`config.mk`:
```
export PLATFORM = sky130hd
export DESIGN_NAME = two_wire_master_dma
export DESIGN_NICKNAME = d
export VERILOG_FILES = /design/src/verilog/two_wire_master_dma.v /design/src/verilog/pin_sync.v /design/src/verilog/sync_fifo.v
export VERILOG_INCLUDE_DIRS = /design/src /design/src/verilog
export SDC_FILE = /design/constraint.sdc
export NUM_CORES = 1
export LEC_CHECK = 0
export ABC_AREA = 1
export BUFFER_PORTS_ARGS = -buffer_cell sky130_fd_sc_hd__buf_2
export CAP_MARGIN = 20
export CORE_AREA = 3 3 254 256
export DETAILED_ROUTE_END_ITERATION = 8
export DIE_AREA = 0 0 257 259
export PLACE_DENSITY = 0.8
export SYNTH_ARGS = -nofsm -noshare
export SYNTH_HDL_FRONTEND = slang
export SYNTH_HIERARCHICAL = 1
export SYNTH_SLANG_ARGS = --single-unit
```
`constraint.sdc`:
```
create_clock -name mclk_i -period 4.3 [get_ports mclk_i]
set_clock_uncertainty 0.15 [all_clocks]
set_input_delay 0.215 -clock mclk_i [delete_from_list [all_inputs] [get_ports mclk_i]]
set_output_delay 0.215 -clock mclk_i [all_outputs]
set_load 0.02 [all_outputs]
```
`src/verilog/two_wire_master_dma_regs.vh`:
```
/*
  Constants for the two-wire bus master with memory access: event bit
  positions, rate codes, bus timing and reset values.
  Assumes a 250 MHz system clock; included by its bare name.
*/
// Contract
// - Start tasks begin a transfer; stop task halts it, then stopped event fires.
// - Suspend task enters suspended state, fires event, holds SCL low until resume.
// - Suspend waits for the current byte; ignored when no transfer is active.
// - A not-acknowledge from the slave raises the error event.
// - Wait while a slave holds SCL low before timing the high phase.
// - Bus rates of 100, 250 and 400 kbit/s are selectable.
// - Sole master on the bus; no arbitration logic.
// - Seven-bit slave address follows the start condition; no CBUS.
// - Pointers and counts are captured at start; software reloads after started event.
// - Stopped event waits until all memory traffic is finished.
// - Write start sends address with direction 0 and samples acknowledge.
// - Write bytes are fetched from the tx pointer and sent, each acknowledged.
// - Final-tx-byte event fires when the last write byte begins.
// - Never stop alone at buffer end or error; hold bus until stop task.
// - Read start sends direction 1; bytes stored, all acked but last is nacked.
// - Final-rx event after previous byte ack, or after address ack when count is 1.
// - Repeated start chains write and read without a stop condition.
`ifndef TWO_WIRE_MASTER_DMA_REGS_VH
`define TWO_WIRE_MASTER_DMA_REGS_VH

// ---------------------------------------------------------------------
// Event bit positions
// ---------------------------------------------------------------------
`define EVT_COUNT            7
`define EVT_STOPPED          0
`define EVT_ERROR            1
`define EVT_SUSPENDED        2
`define EVT_RX_STARTED       3
`define EVT_TX_STARTED       4
`define EVT_FINAL_RX         5
`define EVT_FINAL_TX         6
`define EVT_RESET            7'h00

// ---------------------------------------------------------------------
// Rate selection and timing
// ---------------------------------------------------------------------
`define RATE_100K            2'h0
`define RATE_250K            2'h1
`define RATE_400K            2'h2
`define CLK_PERIOD_NS        4
`define BIT_100K_NS          10000
`define BIT_250K_NS          4000
`define BIT_400K_NS          2500
// Quarter bit in cycles, rounded up so the rate never exceeds its figure
`define QUARTER_CYC(t)       (((t) + 4 * `CLK_PERIOD_NS - 1) / \
                              (4 * `CLK_PERIOD_NS))

// ---------------------------------------------------------------------
// Bus levels
// ---------------------------------------------------------------------
`define DIR_WRITE            1'b0
`define DIR_READ             1'b1
`define BIT_ACK              1'b0
`define BIT_NACK             1'b1
`define LINE_IDLE            1'b1

`endif

```
`src/verilog/two_wire_master_dma.v`:
```
/*
  Single-master two-wire bus controller with memory access channels.
  Assumes task inputs are one-cycle pulses on mclk_i, the memory read
  port answers each request with one ack, and SCL/SDA have pull-ups.
*/
`timescale 1ns/1ps
`include "two_wire_master_dma_regs.vh"

module two_wire_master_dma #(
  parameter AW = 32,
  parameter CW = 16
) (
  input  wire          mclk_i,           // 250 MHz clock
  input  wire          reset_n_i,        // Async reset, active low
  input  wire          task_begin_write_i, // Start write pulse
  input  wire          task_begin_read_i,  // Start read pulse
  input  wire          task_stop_i,      // Stop pulse
  input  wire          task_suspend_i,   // Suspend pulse
  input  wire          task_resume_i,    // Resume pulse
  input  wire [6:0]    slave_addr_i,     // Target address
  input  wire [1:0]    rate_sel_i,       // Bus rate code
  input  wire [AW-1:0] tx_buffer_pointer_i, // Next tx base
  input  wire [CW-1:0] tx_max_count_i,   // Next tx length
  input  wire [AW-1:0] rx_buffer_pointer_i, // Next rx base
  input  wire [CW-1:0] rx_max_count_i,   // Next rx length
  input  wire [`EVT_COUNT-1:0] evt_clear_i,  // Flag clear
  input  wire [`EVT_COUNT-1:0] evt_inten_i,  // Flag enable
  output wire [`EVT_COUNT-1:0] evt_pulse_o,  // Event pulses
  output wire [`EVT_COUNT-1:0] evt_flags_o,  // Sticky flags
  output wire          irq_o,            // Interrupt request
  output wire          tx_rd_req_o,      // Memory read request
  output wire [AW-1:0] tx_rd_addr_o,     // Memory read address
  input  wire          tx_rd_ack_i,      // Read data valid
  input  wire [7:0]    tx_rd_data_i,     // Read data
  output wire          rx_wr_valid_o,    // Memory write request
  output wire [AW-1:0] rx_wr_addr_o,     // Memory write address
  output wire [7:0]    rx_wr_data_o,     // Memory write data
  input  wire          rx_wr_ready_i,    // Write accepted
  input  wire          scl_i,            // SCL pin level
  output wire          scl_o,            // SCL out, always low
  output wire          scl_oe_o,         // SCL pull low
  input  wire          sda_i,            // SDA pin level
  output wire          sda_o,            // SDA out, always low
  output wire          sda_oe_o,         // SDA pull low
  output wire          busy_o            // Not stopped
);

  // -------------------------------------------------------------------
  // States
  // -------------------------------------------------------------------
  localparam [9:0] S_IDLE  = 10'h001;
  localparam [9:0] S_START = 10'h002;
  localparam [9:0] S_ADDR  = 10'h004;
  localparam [9:0] S_BOUND = 10'h008;
  localparam [9:0] S_FETCH = 10'h010;
  localparam [9:0] S_XFER  = 10'h020;
  localparam [9:0] S_HOLD  = 10'h040;
  localparam [9:0] S_SUSP  = 10'h080;
  localparam [9:0] S_STOP  = 10'h100;
  localparam [9:0] S_DRAIN = 10'h200;

  localparam integer Q100 = `QUARTER_CYC(`BIT_100K_NS);
  localparam integer Q250 = `QUARTER_CYC(`BIT_250K_NS);
  localparam integer Q400 = `QUARTER_CYC(`BIT_400K_NS);

  reg  [9:0]    st_reg;
  reg           dir_reg;
  reg  [3:0]    bitn_reg;
  reg  [7:0]    sh_reg;
  reg  [CW-1:0] cnt_reg;
  reg  [CW-1:0] max_reg;
  reg  [AW-1:0] ptr_reg;
  reg           end_reg;
  reg           start_pend_reg;
  reg           start_dir_reg;
  reg           stop_pend_reg;
  reg           susp_pend_reg;
  reg           issued_reg;
  reg           go_reg;
  reg           go_a_reg;
  reg           go_b_reg;
  reg           txreq_reg;
  reg  [AW-1:0] txaddr_reg;
  reg           push_reg;
  reg  [AW+7:0] push_data_reg;
  reg  [`EVT_COUNT-1:0] evt_reg;
  reg  [`EVT_COUNT-1:0] flags_reg;
  reg  [9:0]    qcnt_reg;
  reg  [1:0]    ph_reg;
  reg           busy_reg;
  reg           a_reg;
  reg           b_reg;
  reg           samp_reg;
  reg           done_reg;
  reg           keep_reg;
  reg           scl_oe_reg;
  reg           sda_oe_reg;
  reg  [9:0]    qtarget;
  wire          scl_s;
  wire          sda_s;
  wire          fifo_ready;
  wire          fifo_empty;
  wire [AW+7:0] fifo_out;
  wire          active;
  wire          last_rx;
  wire [CW-1:0] cnt_inc;

  assign active  = |(st_reg & (S_START | S_ADDR | S_FETCH | S_XFER));
  assign cnt_inc = cnt_reg + 1'b1;
  assign last_rx = (cnt_inc == max_reg);

  // -------------------------------------------------------------------
  // Pin inputs and receive buffer
  // -------------------------------------------------------------------
  pin_sync #(.INIT(`LINE_IDLE)) u_scl_sync (
    .mclk_i    (mclk_i),
    .reset_n_i (reset_n_i),
    .async_i   (scl_i),
    .sync_o    (scl_s)
  );

  pin_sync #(.INIT(`LINE_IDLE)) u_sda_sync (
    .mclk_i    (mclk_i),
    .reset_n_i (reset_n_i),
    .async_i   (sda_i),
    .sync_o    (sda_s)
  );

  // Address travels with each byte so a chained read cannot misplace it
  sync_fifo #(.W(AW+8), .DEPTH(16), .PW(4)) u_rx_fifo (
    .mclk_i      (mclk_i),
    .reset_n_i   (reset_n_i),
    .in_valid_i  (push_reg),
    .in_ready_o  (fifo_ready),
    .in_data_i   (push_data_reg),
    .out_valid_o (rx_wr_valid_o),
    .out_ready_i (rx_wr_ready_i),
    .out_data_o  (fifo_out),
    .empty_o     (fifo_empty)
  );

  // -------------------------------------------------------------------
  // Bit engine: quarters 0,1 SCL low, 2,3 released; sample end of 2
  // -------------------------------------------------------------------
  always @* begin
    case (rate_sel_i)
      `RATE_250K: qtarget = Q250[9:0];
      `RATE_400K: qtarget = Q400[9:0];
      default:    qtarget = Q100[9:0];
    endcase
  end

  always @(posedge mclk_i or negedge reset_n_i) begin
    if (!reset_n_i) begin
      qcnt_reg <= 10'h000;
      ph_reg   <= 2'h0;
      busy_reg <= 1'b0;
      a_reg    <= `LINE_IDLE;
      b_reg    <= `LINE_IDLE;
      samp_reg <= `LINE_IDLE;
      done_reg <= 1'b0;
      keep_reg <= `LINE_IDLE;
    end else begin
      done_reg <= 1'b0;
      if (go_reg) begin
        busy_reg <= 1'b1;
        ph_reg   <= 2'h0;
        qcnt_reg <= 10'h000;
        a_reg    <= go_a_reg;
        b_reg    <= go_b_reg;
      end else if (busy_reg) begin
        if (ph_reg == 2'h2 && !scl_s) begin
          qcnt_reg <= 10'h000;
        end else if (qcnt_reg == qtarget - 10'h001) begin
          qcnt_reg <= 10'h000;
          ph_reg   <= ph_reg + 2'h1;
          if (ph_reg == 2'h2)
            samp_reg <= sda_s;
          if (ph_reg == 2'h3) begin
            busy_reg <= 1'b0;
            done_reg <= 1'b1;
            keep_reg <= b_reg;
          end
        end else begin
          qcnt_reg <= qcnt_reg + 10'h001;
        end
      end
    end
  end

  // Open-drain drive; SDA keeps its level in quarter 0 so it never
  // moves in the same cycle as the falling SCL edge
  always @(posedge mclk_i or negedge reset_n_i) begin
    if (!reset_n_i) begin
      scl_oe_reg <= 1'b0;
      sda_oe_reg <= 1'b0;
    end else begin
      if (busy_reg)
        scl_oe_reg <= ~ph_reg[1];
      else
        scl_oe_reg <= ~(st_reg[0] | st_reg[9]);
      if (busy_reg && ph_reg == 2'h3)
        sda_oe_reg <= ~b_reg;
      else if (busy_reg && ph_reg != 2'h0)
        sda_oe_reg <= ~a_reg;
      else
        sda_oe_reg <= ~keep_reg;
    end
  end

  // -------------------------------------------------------------------
  // Sequencer; sole master, so no arbitration is watched
  // -------------------------------------------------------------------
  always @(posedge mclk_i or negedge reset_n_i) begin
    if (!reset_n_i) begin
      st_reg         <= S_IDLE;
      dir_reg        <= `DIR_WRITE;
      bitn_reg       <= 4'h0;
      sh_reg         <= 8'h00;
      cnt_reg        <= {CW{1'b0}};
      max_reg        <= {CW{1'b0}};
      ptr_reg        <= {AW{1'b0}};
      end_reg        <= 1'b0;
      start_pend_reg <= 1'b0;
      start_dir_reg  <= `DIR_WRITE;
      stop_pend_reg  <= 1'b0;
      susp_pend_reg  <= 1'b0;
      issued_reg     <= 1'b0;
      go_reg         <= 1'b0;
      go_a_reg       <= `LINE_IDLE;
      go_b_reg       <= `LINE_IDLE;
      txreq_reg      <= 1'b0;
      txaddr_reg     <= {AW{1'b0}};
      push_reg       <= 1'b0;
      push_data_reg  <= {(AW+8){1'b0}};
      evt_reg        <= `EVT_RESET;
    end else begin
      go_reg  <= 1'b0;
      evt_reg <= `EVT_RESET;
      if (done_reg)
        issued_reg <= 1'b0;
      // Task capture
      if (task_begin_write_i | task_begin_read_i) begin
        start_pend_reg <= 1'b1;
        start_dir_reg  <= task_begin_read_i;
      end
      if (task_stop_i && !st_reg[7])
        stop_pend_reg <= 1'b1;
      if (task_suspend_i && active)
        susp_pend_reg <= 1'b1;
      if (push_reg && fifo_ready)
        push_reg <= 1'b0;
      if (txreq_reg && tx_rd_ack_i)
        txreq_reg <= 1'b0;
      case (st_reg)
        S_IDLE: begin
          if (start_pend_reg)
            st_reg <= S_START;
          else if (stop_pend_reg)
            st_reg <= S_DRAIN;
        end
        S_START: begin
          if (!busy_reg && !issued_reg && !go_reg) begin
            issued_reg     <= 1'b1;
            go_reg         <= 1'b1;
            go_a_reg       <= 1'b1;
            go_b_reg       <= 1'b0;
            start_pend_reg <= 1'b0;
            dir_reg        <= start_dir_reg;
            cnt_reg        <= {CW{1'b0}};
            end_reg        <= 1'b0;
            // Working copies free the inputs for the next setup
            if (start_dir_reg) begin
              ptr_reg <= rx_buffer_pointer_i;
              max_reg <= rx_max_count_i;
              evt_reg[`EVT_RX_STARTED] <= 1'b1;
            end else begin
              ptr_reg <= tx_buffer_pointer_i;
              max_reg <= tx_max_count_i;
              evt_reg[`EVT_TX_STARTED] <= 1'b1;
            end
          end else if (done_reg) begin
            st_reg   <= S_ADDR;
            bitn_reg <= 4'h0;
            sh_reg   <= {slave_addr_i, dir_reg};
          end
        end
        S_ADDR: begin
          if (!busy_reg && !issued_reg && !go_reg) begin
            issued_reg <= 1'b1;
            go_reg     <= 1'b1;
            go_a_reg   <= bitn_reg[3] ? `LINE_IDLE : sh_reg[7];
            go_b_reg   <= bitn_reg[3] ? `LINE_IDLE : sh_reg[7];
          end else if (done_reg) begin
            sh_reg   <= {sh_reg[6:0], 1'b0};
            bitn_reg <= bitn_reg + 4'h1;
            if (bitn_reg[3]) begin
              bitn_reg <= 4'h0;
              st_reg   <= S_BOUND;
              if (samp_reg == `BIT_NACK) begin
                evt_reg[`EVT_ERROR] <= 1'b1;
                end_reg <= 1'b1;
              end else if (max_reg == {CW{1'b0}}) begin
                end_reg <= 1'b1;
              end else if (dir_reg && max_reg == {{(CW-1){1'b0}}, 1'b1}) begin
                evt_reg[`EVT_FINAL_RX] <= 1'b1;
              end
            end
          end
        end
        S_BOUND: begin
          // Byte boundary: restart, stop, suspend or carry on
          if (start_pend_reg) begin
            st_reg <= S_START;
          end else if (stop_pend_reg) begin
            st_reg        <= S_STOP;
            stop_pend_reg <= 1'b0;
          end else if (susp_pend_reg) begin
            st_reg        <= S_SUSP;
            susp_pend_reg <= 1'b0;
            evt_reg[`EVT_SUSPENDED] <= 1'b1;
          end else if (end_reg) begin
            st_reg <= S_HOLD;
          end else if (dir_reg == `DIR_WRITE) begin
            st_reg     <= S_FETCH;
            txreq_reg  <= 1'b1;
            txaddr_reg <= ptr_reg + {{(AW-CW){1'b0}}, cnt_reg};
          end else begin
            st_reg <= S_XFER;
          end
        end
        S_FETCH: begin
          // SCL stays low while memory answers
          if (txreq_reg && tx_rd_ack_i) begin
            sh_reg <= tx_rd_data_i;
            st_reg <= S_XFER;
            if (last_rx)
              evt_reg[`EVT_FINAL_TX] <= 1'b1;
          end
        end
        S_XFER: begin
          if (!busy_reg && !issued_reg && !go_reg &&
              !(push_reg && bitn_reg[3])) begin
            issued_reg <= 1'b1;
            go_reg     <= 1'b1;
            if (dir_reg == `DIR_WRITE) begin
              go_a_reg <= bitn_reg[3] ? `LINE_IDLE : sh_reg[7];
              go_b_reg <= bitn_reg[3] ? `LINE_IDLE : sh_reg[7];
            end else begin
              // Nack only the last byte
              go_a_reg <= bitn_reg[3] ? last_rx : `LINE_IDLE;
              go_b_reg <= bitn_reg[3] ? last_rx : `LINE_IDLE;
            end
          end else if (done_reg) begin
            bitn_reg <= bitn_reg + 4'h1;
            if (dir_reg == `DIR_WRITE)
              sh_reg <= {sh_reg[6:0], 1'b0};
            else
              sh_reg <= {sh_reg[6:0], samp_reg};
            if (dir_reg && bitn_reg == 4'h7) begin
              push_reg      <= 1'b1;
              push_data_reg <= {ptr_reg + {{(AW-CW){1'b0}}, cnt_reg},
                                sh_reg[6:0], samp_reg};
            end
            if (bitn_reg[3]) begin
              bitn_reg <= 4'h0;
              cnt_reg  <= cnt_inc;
              st_reg   <= S_BOUND;
              if (last_rx)
                end_reg <= 1'b1;
              if (!dir_reg && samp_reg == `BIT_NACK) begin
                evt_reg[`EVT_ERROR] <= 1'b1;
                end_reg <= 1'b1;
              end
              if (dir_reg && !last_rx && cnt_inc + 1'b1 == max_reg)
                evt_reg[`EVT_FINAL_RX] <= 1'b1;
            end
          end
        end
        S_HOLD: begin
          if (start_pend_reg) begin
            st_reg <= S_START;
          end else if (stop_pend_reg) begin
            st_reg        <= S_STOP;
            stop_pend_reg <= 1'b0;
          end
        end
        S_SUSP: begin
          if (task_resume_i)
            st_reg <= S_BOUND;
        end
        S_STOP: begin
          if (!busy_reg && !issued_reg && !go_reg) begin
            issued_reg <= 1'b1;
            go_reg     <= 1'b1;
            go_a_reg   <= 1'b0;
            go_b_reg   <= 1'b1;
          end else if (done_reg) begin
            st_reg <= S_DRAIN;
          end
        end
        S_DRAIN: begin
          stop_pend_reg <= 1'b0;
          if (fifo_empty && !push_reg && !txreq_reg) begin
            st_reg <= S_IDLE;
            evt_reg[`EVT_STOPPED] <= 1'b1;
          end
        end
        default: st_reg <= S_IDLE;
      endcase
    end
  end

  // -------------------------------------------------------------------
  // Sticky flags; a set in the clearing cycle wins
  // -------------------------------------------------------------------
  always @(posedge mclk_i or negedge reset_n_i) begin
    if (!reset_n_i)
      flags_reg <= `EVT_RESET;
    else
      flags_reg <= (flags_reg & ~evt_clear_i) | evt_reg;
  end

  assign evt_pulse_o  = evt_reg;
  assign evt_flags_o  = flags_reg;
  assign irq_o        = |(flags_reg & evt_inten_i);
  assign tx_rd_req_o  = txreq_reg;
  assign tx_rd_addr_o = txaddr_reg;
  assign rx_wr_addr_o = fifo_out[AW+7:8];
  assign rx_wr_data_o = fifo_out[7:0];
  assign scl_o        = 1'b0;
  assign sda_o        = 1'b0;
  assign scl_oe_o     = scl_oe_reg;
  assign sda_oe_o     = sda_oe_reg;
  assign busy_o       = ~st_reg[0];

endmodule // two_wire_master_dma

```
`src/verilog/pin_sync.v`:
```
/*
  Three-stage input synchroniser with agreement filter.
  Assumes an asynchronous input; the output moves only when stages two
  and three agree.
*/
`timescale 1ns/1ps

module pin_sync #(
  parameter INIT = 1'b1
) (
  input  wire mclk_i,      // System clock
  input  wire reset_n_i,   // Async reset, active low
  input  wire async_i,     // Raw pin level
  output wire sync_o       // Filtered level
);

  reg s1_reg;
  reg s2_reg;
  reg s3_reg;
  reg out_reg;

  // -------------------------------------------------------------------
  // Stages; stage one feeds only stage two to keep metastability out
  // -------------------------------------------------------------------
  always @(posedge mclk_i or negedge reset_n_i) begin
    if (!reset_n_i) begin
      s1_reg  <= INIT;
      s2_reg  <= INIT;
      s3_reg  <= INIT;
      out_reg <= INIT;
    end else begin
      s1_reg <= async_i;
      s2_reg <= s1_reg;
      s3_reg <= s2_reg;
      if (s2_reg == s3_reg)
        out_reg <= s3_reg;
    end
  end

  assign sync_o = out_reg;

endmodule // pin_sync

```
`src/verilog/sync_fifo.v`:
```
/*
  Synchronous FIFO with valid/ready on both sides.
  Assumes DEPTH is a power of two and PW is its log2.
*/
`timescale 1ns/1ps

module sync_fifo #(
  parameter W     = 40,
  parameter DEPTH = 16,
  parameter PW    = 4
) (
  input  wire         mclk_i,     // System clock
  input  wire         reset_n_i,  // Async reset, active low
  input  wire         in_valid_i, // Write request
  output wire         in_ready_o, // Room available
  input  wire [W-1:0] in_data_i,  // Write data
  output wire         out_valid_o,// Data available
  input  wire         out_ready_i,// Consumer takes word
  output wire [W-1:0] out_data_o, // Head word
  output wire         empty_o     // Nothing stored
);

  reg [W-1:0] mem [0:DEPTH-1];
  reg [PW:0]  wr_reg;
  reg [PW:0]  rd_reg;
  wire        full;
  wire        empty;
  wire        push;
  wire        pop;

  // -------------------------------------------------------------------
  // Flags from pointers with a wrap bit
  // -------------------------------------------------------------------
  assign full  = (wr_reg[PW] != rd_reg[PW]) &&
                 (wr_reg[PW-1:0] == rd_reg[PW-1:0]);
  assign empty = (wr_reg == rd_reg);
  assign push  = in_valid_i & ~full;
  assign pop   = out_ready_i & ~empty;

  assign in_ready_o  = ~full;
  assign out_valid_o = ~empty;
  assign empty_o     = empty;
  assign out_data_o  = mem[rd_reg[PW-1:0]];

  // Storage has no reset; it is only read behind a valid pointer
  always @(posedge mclk_i) begin
    if (push)
      mem[wr_reg[PW-1:0]] <= in_data_i;
  end

  // Pointer advance
  always @(posedge mclk_i or negedge reset_n_i) begin
    if (!reset_n_i) begin
      wr_reg <= {(PW+1){1'b0}};
      rd_reg <= {(PW+1){1'b0}};
    end else begin
      if (push)
        wr_reg <= wr_reg + 1'b1;
      if (pop)
        rd_reg <= rd_reg + 1'b1;
    end
  end

endmodule // sync_fifo

```
==> results of run 1 <==
-- area by class of cell --
| type | count | area (µm²) |
|---|---|---|
| clock inverter | 48 | 440.4 |
| sequential | 862 | 24800 |
| fill | 4188 | 18520 |
| tap | 846 | 1059 |
| timing repair buffer | 405 | 2938 |
| clock buffer | 113 | 2415 |
| inverter | 219 | 832.0 |
| multi-input combinational | 2562 | 11730 |
-- power by group through the flow --
stage / Combinational, µW / Clock, µW / Sequential [µW]
2_1_floorplan: 1250 / 0 / 9600
3_3_place_gp: 1660 / 0 / 9740
3_5_place_dp: 1680 / 0 / 9750
4_1_cts: 2070 / 7560 / 9580
5_1_grt: 2390 / 7900 / 9650
6_report: 2170 / 7500 / 9620
-- kinds of logic after synthesis --
| logic type | count (synthesis) | synth area share |
|---|---|---|
| other | 1 | 0.00009854 |
| XOR/XNOR | 34 | 0.007825 |
| AO/OA/AOI/OAI | 486 | 0.06951 |
| flip-flops | 862 | 0.6515 |
| adder cells (fa/ha/maj) | 32 | 0.01072 |
| AND/OR/NAND/NOR | 2008 | 0.2166 |
| buffers and inverters | 383 | 0.04370 |
-- per-layer routing --
metal	routed length [µm]	up-vias
li1	-	13480
met1	39100	13800
met2	49190	1584
met3	9136	277
met4	4543	0
met5	0	-
-- timing repair --
item                                   4_1_cts  5_1_grt
endpoints found under the hold margin      176        0
setup buffers                                0        0
hold buffers                               129        0
setup endpoints to repair                    0        0
gates resized for setup                      0        0
-- worst max-delay path by stage --
stage                            to  slack (ns)  cells after the start
2_1_floorplan  u_rx_fifo/mem[10][0]        0.81                     10
5_1_grt             rx_wr_addr_o[8]        0.31                     11
4_1_cts            rx_wr_addr_o[19]        0.53                      9
3_3_place_gp   u_rx_fifo/mem[3][36]        1.16                      8
3_5_place_dp   u_rx_fifo/mem[3][28]        1.12                      8
6_report            rx_wr_addr_o[8]        0.49                     11
-- worst max-delay path, cell delays in order (launching register included) --
cell and delay, ns:
dfrtp_4 0.69, inv_8 0.42, buf_4 0.72, nand2_1 0.15, nand2_1 0.10, nand2_1 0.05, o21ai_1 0.11, nand2_1 0.07
nand2_1 0.07, inv_1 0.04, nand2_1 0.11, buf_2 0.19
-- placed cells by master (no fill, tap or decap), types with 48 or more instances in the layout --
cell type,netlist,final
dfrtp_1,207,204
nand2_1,1060,1060
dlygate4sd3_1,0,129
buf_2,64,228
nand3_1,253,253
nor2_1,577,561
edfxtp_1,640,640
inv_1,201,198
o21ai_0,323,323
clkbuf_16,0,92
o21ai_1,48,48
-- through the flow --
step           instance area [µm²]  hold slack (ns)  total power (µW)    util
6_report                     44220          0.06589             19290  0.7048
5_1_grt                      44220          0.09308             19930  0.7048
4_1_cts                      44200          0.04922             19220  0.7045
3_5_place_dp                 40050           0.1554             11430  0.6384
3_3_place_gp                 40050           0.1572             11400  0.6384
2_1_floorplan                38060          -0.2306             10850       -
==> run metrics, run 1 <==
status=finished, final reports clean; Syn. warnings=6; post-synth top area share=0.5050; DRC viols=0; met2 global-route usage=0.5025; most frequent cell after synthesis=nand2_1; Avg Cell Area, Syn=9.998 µm²; Critical R2R Launch=busy_reg; Clock Power Share=0.389; fraction of layout cells with a size suffix above 1=0.1209; Synth area leaders=edfxtp_1 51%, dfrtp_1 14%, nand2_1 10%; H-tree depth=3; ant diodes=0; leading area contributor after synthesis=edfxtp_1; P_sw=4807 µW; FF+latch count, synth=862; Data arrival, critical path=3.44 ns; vias=29,140; GRT busiest layer=met2; Cells after Synth=3,806; CTS buffer count=87; initial antenna violation count=1; IO Pins=232; Final setup violation count=0; fin nets=4,307; Final Hold Viols=0; pre-CTS setup slack=1.119 ns; sw frac=0.2492; worst reg2reg path endpoint=max_reg[0]; Cell Int Power=14,480 µW; slack of the critical path=0.4924 ns; post-route insts no fill=5,055; clk slew on worst S/H paths=0.07 ns; CTS Sinks=862; Distinct cells, synth=58; clock buffer depth=3; die area=66,560 µm²; Routed WL=102.0 mm; Clock Tree Root=clkbuf_16; CTS tree=yes; Die Height=259 µm; Largest register FFs=640; area added between synthesis and finish=16.20%; fin crit share=0.8855; max cap viols=0; critical path class=reg2out; global-route track usage on met3=0.05082; clk_lat worst skew=0.65 ns; most common library cells after synthesis=1,060 x nand2_1, 640 x edfxtp_1, 577 x nor2_1; Critical Path Source Type=register; Setup TNS Final=0 ns; # port buffers=229; Final HPWL DP=58.74 mm; hold crit path type=in2async; Post-synth EDFFs=640; Final GP Congestion=0.9580; Setup crit start=u_rx_fifo/rd_reg[0]; final antenna-violating net count=0; Iter 0 DRT Violations=3,094; DRT Pass-1 Iters=6; starting density of the core=0.6066; Comb pwr share=0.112; WL/cell=20.17 µm; R2R depth=11; grt ovf=0; met1 Usage GRT=0.4002; P_leak=0.01663 µW; pwr dens=436.2 nW/µm²; Slew HR=0.3167; RSZ-0062 raised after global routing=false; mapped cell area=38,050 µm²; Async SR Flop Fraction=0.2575; min cycle time layout=3.808 ns; maximum VDD drop=0.3481 mV; via density per instance=5.765; part of the power in registers=0.499; endpoint kind of the worst setup timing path=primary output; first-pass GRT wire length=158.2 mm; Cell Rows=92; Peak Freq=0.2626 GHz; DP Cell Count=4,764; Die Width=257 µm; crit-path max FO=82; sequential-to-total area share from yosys stat=0.6515; R2R setup slack=0.84 ns; Post-synth top flop=edfxtp_1; core region area=62,740 µm²; total track usage=0.3044; largest net degree at the start of global routing=204; Max Slew Vio Count=0; vias in the first global route=28,720; Least-Margin Pin Slew=1.025 ns; Critical Path RT=3.93 ns
Power figures use the tool's default switching activity.
==> run 2, diff against run 1 <==
--- a/config.mk
+++ b/config.mk
@@ -9,10 +9,9 @@
 export ABC_AREA = 1
 export BUFFER_PORTS_ARGS = -buffer_cell sky130_fd_sc_hd__buf_2
 export CAP_MARGIN = 20
-export CORE_AREA = 3 3 254 256
+export CORE_AREA = 3 3 344 346
 export DETAILED_ROUTE_END_ITERATION = 8
-export DIE_AREA = 0 0 257 259
-export PLACE_DENSITY = 0.8
+export DIE_AREA = 0 0 347 349
 export SYNTH_ARGS = -nofsm -noshare
 export SYNTH_HDL_FRONTEND = slang
 export SYNTH_HIERARCHICAL = 1
==> run 2 against run 1 <==
  * Die area rose by 82%
  * Worst setup slack improved by 0.090 ns
  * Clock-buffer cell count rose by 7
  * Sequential power barely moved
  * Largest cell class unchanged
==> run metrics, run 2 (synthesis results as in run 1) <==
Slew HR=0.2479; P_leak=0.01672 µW; Largest register FFs=640; maximum VDD drop=0.2921 mV; core region area=115,700 µm²; fin area=45,250 µm²; Data arrival, critical path=3.35 ns; initial antenna violation count=5; Final HPWL DP=66.97 mm; crit-path max FO=137; Clock Tree Root=clkbuf_16; Peak Freq=0.2690 GHz; pwr dens=434.1 nW/µm²; CTS tree=yes; max cap viols=0; most common cell after layout, fill and taps aside=nand2_1; Routed WL=106.7 mm; RSZ-0062 raised after global routing=false; # port buffers=229; dpl cell area=40,970 µm²; vias in the first global route=26,830; endpoint kind of the worst setup timing path=primary output; die area=121,100 µm²; largest net degree at the start of global routing=220; grt ovf=0; CTS Sinks=862; Die Height=349 µm; IO Pins=232; first-pass GRT wire length=162.9 mm; Critical Path Source Type=register; status=finished, final reports clean; slack of the critical path=0.5824 ns; total track usage=0.1734; Iter 0 DRT Violations=2,479; Setup TNS Final=0 ns; Least-Margin Pin Slew=1.128 ns; most frequent cells in the layout=1,059 x nand2_1, 640 x edfxtp_1, 561 x nor2_1, 323 x o21ai_0, 253 x nand3_1; final antenna-violating net count=0; Final GP Congestion=0.8621; min cycle time layout=3.718 ns; area added between synthesis and finish=18.91%; CTS buffer count=92; fin util=0.3910; DRT Pass-1 Iters=5; Cell Rows=125; Max Slew Vio Count=0; clock buffer depth=3; Final Hold Viols=0; starting density of the core=0.3288; clk_lat worst skew=0.66 ns; Final setup violation count=0; fin crit share=0.8645; Die Width=347 µm; clk slew on worst S/H paths=0.06 ns; via density per instance=4.870; pre-CTS setup slack=1.173 ns; vias=27,970; critical path class=reg2out; Critical Path RT=3.93 ns; hold crit path type=in2async; fraction of layout cells with a size suffix above 1=0.1209; fin nets=4,313; H-tree depth=3; WL/cell=18.58 µm; DRC viols=0
run 2: changes by cell type in the layout (fill, tap and decap cells not counted), moves of 2 or more:
cell	change
clkinv_8	-2
clkbuf_1	+5
inv_16	+3
clkinvlp_4	-5
clkinv_1	+5
buf_4	-2
clkbuf_16	+2
inv_6	-2
buf_12	+3
bufinv_16	+2
run 2: report_power, final:
group	switching (µW)	total [µW]	internal, µW
logic	1160	2140	977
registers	439	9640	9200
clock network	3330	7860	4540
run 2: final cells by class:
class	instances	area, µm²
fill	11240	70490
sequential	862	24800
multi-input combinational	2562	11740
timing repair buffer	406	2983
clock buffer	120	2490
tap	1524	1907
inverter	219	832.0
clock inverter	49	498.0
antenna	1	2.502
run 2: metrics by stage:
stage	power, µW	cells	hold slack (ns)
2_1_floorplan	10850	3807	-0.2306
3_3_place_gp	11520	5444	0.1709
3_5_place_dp	11540	5444	0.1712
4_1_cts	19800	5742	0.01114
5_1_grt	20480	5742	0.05697
6_report	19640	5743	0.01398
run 2: path summary, 6_finish.rpt:
check | start | end | slack (ns) | cells after the start
min | reset_n_i | qcnt_reg[5] | 0.01 | 2
max reg2reg | busy_reg | max_reg[1] | 0.90 | 11
max | u_rx_fifo/rd_reg[1] | rx_wr_addr_o[28] | 0.58 | 8
min in group mclk_i | sda_i | u_sda_sync/s1_reg | 0.05 | 2
max in group asynchronous | reset_n_i | u_sda_sync/s1_reg | 2.89 | 3
min reg2reg | u_scl_sync/s1_reg | u_scl_sync/s2_reg | 0.21 | 0
run 2: what timing repair did:
item / in CTS / in global routing
endpoints found under the hold margin: 183 / 0
resized for setup: 0 / 0
hold buffers: 129 / 0
setup buffers: 0 / 0
run 2: metal layers:
layer	vias to the layer above	global-route usage	wire, µm
li1	13500	-	-
met4	4	0.05816	3268
met1	13430	0.2348	46670
met5	-	0	18
met2	866	0.2827	49750
met3	173	0.02941	6989
run 2: critical path, cell delays in order (launching register included):
cell and delay (ns):
dfrtp_4 0.98, buf_12 0.60, o21ai_0 0.31, o21ai_1 0.20, nand2_1 0.08, nand2_1 0.12
inv_1 0.04, nand2_1 0.06, buf_2 0.20
